File: src/core/flj_pkg.sv
// package: value formats, defaults and timing constants of the five-level judge
package flj_pkg;

  // values are signed, unit 0.0001, range +/-1999999
  localparam int VAL_W = 22;
  typedef logic signed [VAL_W-1:0] flj_val_t;
  localparam flj_val_t VAL_MAX = 22'sh1E847F;          // 199.9999
  localparam flj_val_t VAL_MIN = -22'sh1E847F;         // -199.9999

  // bank count and select width
  localparam int NUM_BANKS = 4;
  typedef logic [1:0] flj_bank_t;
  localparam flj_bank_t BANK_RST = 2'h0;

  // threshold reset values, unit 0.0001
  localparam flj_val_t UA_RST  = 22'sh011170;          // 7.0000
  localparam flj_val_t HI_RST  = 22'sh00C350;          // 5.0000
  localparam flj_val_t LO_RST  = 22'sh002710;          // 1.0000
  localparam flj_val_t LA_RST  = -22'sh002710;         // -1.0000
  localparam flj_val_t PPT_RST = 22'sh000000;          // preset point
  localparam flj_val_t PVL_RST = 22'sh000000;          // preset value

  // which stored item a button action targets
  typedef enum logic [2:0] {
    FLJ_SEL_UA,
    FLJ_SEL_HI,
    FLJ_SEL_LO,
    FLJ_SEL_LA,
    FLJ_SEL_PPT,
    FLJ_SEL_PVL
  } flj_sel_e;

  // one sample from the measuring front end
  typedef struct packed {
    logic     valid;    // new sample strobe
    logic     invalid;  // raw value shown as dashes
    flj_val_t value;    // raw measured value
  } flj_meas_s;

  // five criterion outputs
  typedef struct packed {
    logic ua;
    logic hi;
    logic go;
    logic lo;
    logic la;
  } flj_crit_s;

  // bank-select input filter: 20 ms hold
  localparam int CLK_HZ      = 200_000_000;
  localparam int BANK_HOLD_MS = 20;
  localparam int BANK_HOLD_CYC = (CLK_HZ / 1000) * BANK_HOLD_MS;
  localparam int HOLD_CNT_W  = 23;

endpackage : flj_pkg

File: src/core/flj_judge.sv
// top: five-level limit judge with four banks and two-point capture
`timescale 1ns/1ps
`default_nettype none
module flj_judge
  import flj_pkg::*;
#(
  parameter int HOLD_CYC = BANK_HOLD_CYC
)
(
  input  wire logic      ref_clk,
  input  wire logic      rst,
  input  wire flj_meas_s meas,
  input  wire logic      five_output_mode,
  input  wire logic      shared_preset_point,
  input  wire logic      key_locked,
  input  wire logic      bank_sel_a,
  input  wire logic      bank_sel_b,
  input  wire logic      btn_mode_held,
  input  wire logic      btn_up,
  input  wire logic      btn_down,
  input  wire logic      btn_set,
  input  wire flj_sel_e  edit_sel,
  input  wire logic      nv_bank_valid,
  input  wire flj_bank_t nv_bank,
  output flj_crit_s      crit_ff,
  output flj_val_t       disp_ff,
  output logic           disp_invalid_ff,
  output flj_bank_t      active_bank_ff,
  output logic           nv_bank_wr_ff,
  output logic           cal_refused_ff,
  output flj_val_t       preset_point_ff
);

  // per-bank storage
  // six words a bank in flops: at four banks the cost is small, and every
  // word of the active bank is readable in the same cycle as the judge;
  // a memory macro would add a read cycle between a bank switch and a level
  flj_val_t ua_ff  [NUM_BANKS];  // upper alarm limit
  flj_val_t hi_ff  [NUM_BANKS];  // high limit
  flj_val_t lo_ff  [NUM_BANKS];  // low limit
  flj_val_t la_ff  [NUM_BANKS];  // lower alarm limit
  flj_val_t ppt_ff [NUM_BANKS];  // preset point
  flj_val_t pvl_ff [NUM_BANKS];  // preset value
  flj_val_t ppt_shared_ff;       // preset point common to all banks

  // two-point capture state
  // one pairing flag serves every item: switching the item between the two
  // presses would pair readings meant for different limits
  logic     cap_pending_ff;      // first point taken
  flj_val_t cap_first_ff;        // first captured value
  logic     nv_loaded_ff;        // stored bank restored once

  // bank filter outputs
  // ext_stable marks only levels that stood for the whole hold time; ext_bank follows every level
  logic      ext_stable;
  flj_bank_t ext_bank;

  // working values
  flj_bank_t  bank;
  flj_val_t   ua, hi, lo, la, pvl;
  logic signed [VAL_W:0] sum_w;
  flj_val_t   pv;
  flj_val_t   sel_val, nxt_sel_val;
  logic signed [VAL_W:0] mid_w;
  logic       sel_is_alarm;
  logic       edit_ok;
  logic       up_only, down_only;
  // order-fault flags of the active bank
  logic       alarms_crossed;    // upper alarm set below lower alarm
  logic       high_masked;       // upper alarm set below high
  logic       low_masked;        // low set below lower alarm
  logic       band_open;         // high at or above low

  // bank-select lines qualified by hold time; a bounce on a line restarts
  // the count, so a short glitch can never move the active bank
  flj_bank_filter #(
    .HOLD_CYC   (HOLD_CYC)
  ) flj_bank_filter_inst (
    .ref_clk    (ref_clk),
    .rst        (rst),
    .bank_sel_a (bank_sel_a),
    .bank_sel_b (bank_sel_b),
    .stable_ff  (ext_stable),
    .bank_ff    (ext_bank)
  );

  // active bank supplies all settings
  // the five words the judge reads switch in one edge, so no sample is ever
  // judged against a mix of two banks
  assign bank = active_bank_ff;
  assign ua   = ua_ff[bank];
  assign hi   = hi_ff[bank];
  assign lo   = lo_ff[bank];
  assign la   = la_ff[bank];
  assign pvl  = pvl_ff[bank];

  // preset added, result saturated to the display range
  // the sum carries one extra bit so an overflow is seen, not wrapped;
  // concatenations are unsigned, so the bounds are compared as signed
  // values, or every negative sum would pin the display at the top
  always_comb
  begin
    sum_w = {meas.value[VAL_W-1], meas.value} + {pvl[VAL_W-1], pvl};
    if (sum_w > $signed({VAL_MAX[VAL_W-1], VAL_MAX}))
      pv = VAL_MAX; // above the range
    else if (sum_w < $signed({VAL_MIN[VAL_W-1], VAL_MIN}))
      pv = VAL_MIN; // below the range
    else
      pv = sum_w[VAL_W-1:0];
  end

  // alarm limits only reachable in five-output mode
  // the alarm words keep their value outside the mode, so going back to
  // five-output mode brings the old alarm limits back with it
  assign sel_is_alarm = (edit_sel == FLJ_SEL_UA) || (edit_sel == FLJ_SEL_LA);
  assign edit_ok      = !sel_is_alarm || five_output_mode;
  // mode+up is the bank gesture, not an edit
  // both arrows in one cycle cancel rather than guess at the intent
  assign up_only      = btn_up && !btn_down && !btn_mode_held;
  assign down_only    = btn_down && !btn_up && !btn_mode_held;

  // current value of the item being edited
  // with a shared preset point the per-bank copies are hidden, not lost
  always_comb
  begin
    case (edit_sel)
      FLJ_SEL_UA:  sel_val = ua;
      FLJ_SEL_HI:  sel_val = hi;
      FLJ_SEL_LO:  sel_val = lo;
      FLJ_SEL_LA:  sel_val = la;
      FLJ_SEL_PPT: sel_val = shared_preset_point ? ppt_shared_ff : ppt_ff[bank];
      FLJ_SEL_PVL: sel_val = pvl;
      default:     sel_val = '0;
    endcase
  end

  // midpoint of first capture and current raw sample
  // an odd sum rounds toward minus; the raw reading is captured, so the
  // preset does not enter the limit twice
  assign mid_w = ({cap_first_ff[VAL_W-1], cap_first_ff}
                + {meas.value[VAL_W-1], meas.value}) >>> 1;

  // order faults of the active bank; they mask levels, never the alarms
  // themselves, so a crossed alarm pair still shows both sides
  assign alarms_crossed = ua < la;
  assign high_masked    = ua < hi;
  assign low_masked     = lo < la;
  assign band_open      = hi >= lo;

  // next value for the selected item; clamped to range
  // arrows win over set in the same cycle unless the arrow is already at its end; ends saturate, never wrap
  always_comb
  begin
    nxt_sel_val = sel_val;
    if (up_only && sel_val < VAL_MAX)
      nxt_sel_val = sel_val + 1'b1;
    else if (down_only && sel_val > VAL_MIN)
      nxt_sel_val = sel_val - 1'b1;
    else if (btn_set && cap_pending_ff && !meas.invalid)
      nxt_sel_val = mid_w[VAL_W-1:0];
  end

  // two-point capture: first set takes a point, second sets midpoint
  // a refused press leaves the pairing flag alone, so a dashed reading
  // never becomes half of a midpoint
  always_ff @(posedge ref_clk or posedge rst)
  begin
    if (rst)
    begin
      cap_pending_ff <= 1'b0;
      cap_first_ff   <= '0;
      cal_refused_ff <= 1'b0;
    end
    else
    begin
      cal_refused_ff <= btn_set && (meas.invalid || !edit_ok);
      if (btn_set && edit_ok && !meas.invalid)
      begin
        cap_pending_ff <= !cap_pending_ff;
        cap_first_ff   <= meas.value;
      end
    end
  end

  // per-bank settings storage; writes act at once on the judge
  // only the active bank is written; the other banks hold their words even
  // while an item is being edited
  genvar g;
  generate
    for (g = 0; g < NUM_BANKS; g++)
    begin : g_bank
      always_ff @(posedge ref_clk or posedge rst)
      begin
        if (rst)
        begin
          ua_ff[g]  <= UA_RST;
          hi_ff[g]  <= HI_RST;
          lo_ff[g]  <= LO_RST;
          la_ff[g]  <= LA_RST;
          ppt_ff[g] <= PPT_RST;
          pvl_ff[g] <= PVL_RST;
        end
        else if (bank == flj_bank_t'(g) && edit_ok)
        begin
          case (edit_sel)
            FLJ_SEL_UA:  ua_ff[g] <= nxt_sel_val;
            FLJ_SEL_HI:  hi_ff[g] <= nxt_sel_val;
            FLJ_SEL_LO:  lo_ff[g] <= nxt_sel_val;
            FLJ_SEL_LA:  la_ff[g] <= nxt_sel_val;
            FLJ_SEL_PPT:
              if (!shared_preset_point)
                ppt_ff[g] <= nxt_sel_val;
            FLJ_SEL_PVL: pvl_ff[g] <= nxt_sel_val;
            default:     ua_ff[g] <= ua_ff[g];
          endcase
        end
      end
    end
  endgenerate

  // shared preset point
  // written only while shared; per-bank copies survive a switch of mode
  always_ff @(posedge ref_clk or posedge rst)
  begin
    if (rst)
      ppt_shared_ff <= PPT_RST;
    else if (shared_preset_point && edit_sel == FLJ_SEL_PPT)
      ppt_shared_ff <= nxt_sel_val;
  end

  // preset point seen by the origin logic
  // registered so the origin logic sees one settled value each cycle
  always_ff @(posedge ref_clk or posedge rst)
  begin
    if (rst)
      preset_point_ff <= PPT_RST;
    else
      preset_point_ff <= shared_preset_point ? ppt_shared_ff : ppt_ff[bank];
  end

  // active bank: restored, stepped by buttons, or external when locked
  // the restore comes first: until it lands, neither buttons nor lines may
  // move the bank, or the stored choice would be lost at power-up;
  // every later change pulses a storage write of the new bank
  always_ff @(posedge ref_clk or posedge rst)
  begin
    if (rst)
    begin
      active_bank_ff <= BANK_RST;
      nv_loaded_ff   <= 1'b0;
      nv_bank_wr_ff  <= 1'b0;
    end
    else
    begin
      nv_bank_wr_ff <= 1'b0;
      if (!nv_loaded_ff)
      begin
        // storage restores the bank after power-up
        nv_loaded_ff <= nv_bank_valid;
        if (nv_bank_valid)
          active_bank_ff <= nv_bank;
      end
      else if (key_locked)
      begin
        // mode+up bank step locked, arrows and set still edit; external lines rule; kept after unlock
        if (ext_stable && ext_bank != active_bank_ff)
        begin
          active_bank_ff <= ext_bank;
          nv_bank_wr_ff  <= 1'b1;
        end
      end
      else if (btn_mode_held && btn_up)
      begin
        active_bank_ff <= active_bank_ff + 1'b1;
        nv_bank_wr_ff  <= 1'b1;
      end
    end
  end

  // judge on each new sample; strictly above exceeds
  // dashes clear every level, so a missing reading never looks like a pass;
  // the display follows every sample, dashes included
  always_ff @(posedge ref_clk or posedge rst)
  begin
    if (rst)
    begin
      crit_ff         <= '0;
      disp_ff         <= '0;
      disp_invalid_ff <= 1'b1;
    end
    else if (meas.valid)
    begin
      disp_ff         <= pv;
      disp_invalid_ff <= meas.invalid;
      if (meas.invalid)
        crit_ff <= '0; // nothing judged on dashes
      else if (five_output_mode)
      begin
        crit_ff.ua <= pv > ua;
        crit_ff.la <= pv < la;
        crit_ff.hi <= (pv > hi) && !(pv > ua) && !high_masked && !alarms_crossed;
        crit_ff.lo <= (pv < lo) && !(pv < la) && !low_masked && !alarms_crossed;
        crit_ff.go <= !(pv > hi) && !(pv < lo) && band_open && !alarms_crossed
                      && !(pv > ua) && !(pv < la);
      end
      else
      begin
        // three-level mode: alarm outputs stay off
        // the band test still applies, so crossed high and low give no go
        crit_ff.ua <= 1'b0;
        crit_ff.la <= 1'b0;
        crit_ff.hi <= pv > hi;
        crit_ff.lo <= pv < lo;
        crit_ff.go <= !(pv > hi) && !(pv < lo) && band_open;
      end
    end
  end

endmodule // flj_judge
`default_nettype wire

File: src/core/flj_bank_filter.sv
// filter: bank-select lines must stand stable for the hold time
`timescale 1ns/1ps
`default_nettype none
module flj_bank_filter
  import flj_pkg::*;
#(
  parameter int HOLD_CYC = BANK_HOLD_CYC
)
(
  input  wire logic      ref_clk,
  input  wire logic      rst,
  input  wire logic      bank_sel_a,
  input  wire logic      bank_sel_b,
  output logic           stable_ff,
  output flj_bank_t      bank_ff
);

  flj_bank_t              raw;
  flj_bank_t              last_ff;
  logic [HOLD_CNT_W-1:0]  cnt_ff;

  // binary code: line a is bit 0, line b is bit 1
  assign raw = {bank_sel_b, bank_sel_a};

  // restart the count on any level change
  always_ff @(posedge ref_clk or posedge rst)
  begin
    if (rst)
    begin
      last_ff <= BANK_RST;
      cnt_ff  <= '0;
    end
    else if (raw != last_ff)
    begin
      last_ff <= raw;
      cnt_ff  <= '0;
    end
    else if (cnt_ff < HOLD_CNT_W'(HOLD_CYC - 1))
    begin
      cnt_ff <= cnt_ff + 1'b1;
    end
  end

  // qualified level once held long enough
  always_ff @(posedge ref_clk or posedge rst)
  begin
    if (rst)
    begin
      stable_ff <= 1'b0;
      bank_ff   <= BANK_RST;
    end
    else
    begin
      stable_ff <= (raw == last_ff) && (cnt_ff >= HOLD_CNT_W'(HOLD_CYC - 1));
      bank_ff   <= last_ff;
    end
  end

endmodule // flj_bank_filter
`default_nettype wire

File: config.mk
export PLATFORM = sky130hd
export DESIGN_NAME = flj_judge
export DESIGN_NICKNAME = d
export VERILOG_FILES = /design/src/core/flj_pkg.sv /design/src/core/flj_judge.sv /design/src/core/flj_bank_filter.sv
export SDC_FILE = /design/constraint.sdc
export NUM_CORES = 2
export LEC_CHECK = 0
export BUFFER_PORTS_ARGS = -buffer_cell sky130_fd_sc_hd__buf_2
export CAP_MARGIN = 40
export CELL_PAD_IN_SITES_DETAIL_PLACEMENT = 0
export CELL_PAD_IN_SITES_GLOBAL_PLACEMENT = 2
export CORE_MARGIN = 3
export CORE_UTILIZATION = 42
export DETAILED_ROUTE_END_ITERATION = 16
export PLACE_DENSITY_LB_ADDON = 0.1
export SLEW_MARGIN = 15
export SYNTH_ARGS = -nofsm -noshare
export SYNTH_HDL_FRONTEND = slang
export SYNTH_SLANG_ARGS = --single-unit
File: constraint.sdc
create_clock -name ref_clk -period 28.3 [get_ports ref_clk]
set_clock_uncertainty 0.2 [all_clocks]
set_input_delay 4.245 -clock ref_clk [delete_from_list [all_inputs] [get_ports ref_clk]]
set_output_delay 4.245 -clock ref_clk [all_outputs]
set_load 0.005 [all_outputs]
==> metrics.md <==
| Metric | Value |
|---|---|
| Layout Area Growth over Synthesis | 12.4% |
| Fillcell total | 7978 |
| Max IR drop VDD | approximately 0.067 mV |
| Core ar. | roughly 0.086 mm² |
| Unique masters post-synth | 100 |
| DRT iter0 DRCs | ~2600 |
| NumNets Final | 3945 |
| Hold violation total from the final report | 0 |
| Critical Path Sink Type | flip-flop |
| # IOs | between 90 and 100 |
| Crit-path max cell delay | around 0.7 ns |
| #FFs+latches synth | 656 |
| Power Total | 5.35 mW |
| Horiz. Die Dim | roughly 300 µm |
| Post-synth top area share | between 30% and 40% |
| WP buf/inv | 3 |
| CTS max path bufs | 3 |
| Data required, critical path | around 29 ns |
| Largest net degree at the start of global routing | 112 |
| WL/cell | 26.4 µm |
| Post-synthesis sequential area ratio | 45.5% |
| Clk_lat worst skew | 0.65 ns |
| Starting Density | 42.6% |
| Total GRT Usage | 28.6% |
| Status | finished, final reports clean |
| Htree depth | 3 |
| Commonest cells post-synth | nand2_1, o21ai_0, dfrtp_1, ha_1, nor2_1 |
| Post-CTS setup buffers | 0 |
| Post-Syn Instances | 3662 |
| Area leader, netlist | dfrtp_1 |
| First-pass GRT wire length | 191 mm |
| Final setup viols | 0 |
| Post-CTS sizing | 0 |
| Max Freq | 90.7 MHz |
| Finished Core Util | 47.9% |
| DRC | 0 |
| Post-Syn Area per Cell | 9.95 µm² |
| Top delay family on crit path | compound AO/OA/AOI/OAI gates |
| Launch point of the worst path | meas[0] |
| MaxCap Viol Count | 0 |
| Layout cells sized above 1 | 17.8% |
| Synth Cell Area | 0.0364 mm² |
| CTS tree | built |
| Die Area | around 0.09 mm² |
| Min-delay src | flj_bank_filter_inst.last_ff[0] |
| Area contributors post-synth | dfrtp_1, dfstp_2, mux4_2, ha_1, o21ai_0 |
| DR vias/cell | roughly 5.8 |
| FF/Latch Area | about 0.017 mm² |
| First-pass iteration count of the detailed router | 5 |
| Area of the multi-input gates | 0.0184 mm² |
| CP Data Arrival Time | 11.36 ns |
| CTS Buf Count | 77 |
| # hold bufs at CTS | 0 |
| Leak | 17.6 nW |
| Slew @ Worst Pin | ~1.3 ns |
| Post-synth top flop | dfrtp_1 |
| Total Wirelength | ~130 mm |
| Fin crit share | 39.0% |
| Sum Neg Setup Slack | 0 ns |
| Antenna viol nets, final | 0 |
| HPWL Detailed | 94.0 mm |
| Final worst path period need | 11.02 ns |
| Root buffer cell | clkbuf_16 |
| Num rows | around 110 |
| Crit path top cell by count | a21o_1 |
| Max_slew headroom | 15.5% |
| Die H | 301 µm |
| Clk slew on worst S/H paths | around 0.060 ns |
| Vias in the first global route | approximately 28000 |
| Gr ovfl total | 0 |
| Yosys warns | 0 |
| Slowest CP cell | a41oi_1 |
| Setup CP Type | primary input to flip-flop |
| Post-layout instance area | 0.0409 mm² |
| EDFF count, synth | 0 |
| Max Slew Vio Count | 0 |
| GPL Wtd Cong | 0.913 |
| Hold crit path type | flip-flop to flip-flop |
| Power Density | 131 mW/mm² |
| R2R Path Start | active_bank_ff[0] |
| Antenna violations before repair | 3 |
| RSZ-0062 raised after global routing | false |
| Port Buffers | 94 |
| Most common cell in the synthesized netlist | nand2_1 |
| Crit path max fanout | 21 |
| Clock tree sinks | 656 |
| Vias | 28601 |
| Syn Nets | 3927 |
| DP Area | 0.0382 mm² |
| Setup crit start kind | primary input |
| Ys async rst share | 100% |
==> registers in the layout (all words and copies together), names as in the netlist <==
register / count
hi_ff: 88
la_ff: 88
lo_ff: 88
ppt_ff: 88
pvl_ff: 88
ua_ff: 88
flj_bank_filter_inst.cnt_ff: 23
cap_first_ff: 22
disp_ff: 22
ppt_shared_ff: 22
preset_point_ff: 22
crit_ff: 5
active_bank_ff: 2
flj_bank_filter_inst.bank_ff: 2
flj_bank_filter_inst.last_ff: 2
cal_refused_ff: 1
cap_pending_ff: 1
disp_invalid_ff: 1
flj_bank_filter_inst.stable_ff: 1
nv_bank_wr_ff: 1
nv_loaded_ff: 1
==> placed cells by master (no fill, tap or decap), types with 77 or more instances in the layout <==
master	count
o21ai_0	541
nor2_1	170
a21oi_1	130
dfrtp_1	529
nand2_1	626
dfstp_2	125
clkbuf_16	77
ha_1	222
buf_2	94
mux4_2	130
inv_1	124
==> stage by stage <==
step | hold WS, ns | worst slack (ns) | std cells
finish | 0.203 | 17.28 | 4890
global route | 0.216 | 16.84 | 4886
CTS | 0.207 | 17.09 | 4881
detailed placement | 0.193 | 16.42 | 4740
global placement | 0.183 | 16.73 | 4723
floorplan | 0.173 | 5.68 | 3662
==> cells by family after synthesis <==
logic type      share of synthesized area, %
buf+inv                                 4.39
flops                                   45.5
xor+xnor                                1.56
simple gates                            13.4
fa+ha+maj                               7.79
compound gates                          17.3
mux                                     10.1
==> layer usage <==
| metal | vias to the layer above | global-route usage [%] | share of wire, % |
|---|---|---|---|
| met1 | 14308 | 41.6 | 46 |
| met4 | 2 | 10.6 | 4.2 |
| met2 | 932 | 43.7 | 44 |
| li1 | 13168 | - | - |
| met3 | 191 | 3.80 | 5.4 |
| met5 | - | 0 | 0.010 |
==> worst paths after layout <==
check / endpoint / depth (start not counted) / slack, ns
max in group asynchronous: la_ff[85] / 7 / 22.32
setup reg to reg: crit_ff[1] / 26 / 18.98
min in group asynchronous: ppt_ff[33] / 2 / 3.33
hold reg to reg: flj_bank_filter_inst.bank_ff[0] / 0 / 0.20
setup / recovery: crit_ff[1] / 26 / 17.28
hold / removal: flj_bank_filter_inst.bank_ff[0] / 0 / 0.20
==> power by group <==
part	switching, mW	internal (mW)
clock	0.420	0.612
sequential	0.175	1.30
combinational	1.79	1.06
==> cell type report <==
type / count / share of cell area, %
Timing Repair Buffer: 182 / 3.48
Clock buffer: 118 / 5.52
Multi-Input combinational cell: 2638 / 44.9
Sequential cell: 656 / 40.5
Tap cell: 1144 / 3.50
Antenna cell: 4 / 0.0244
Inverter: 125 / 1.16
Clock inverter: 23 / 0.914
(Power assumes the default switching activity.)
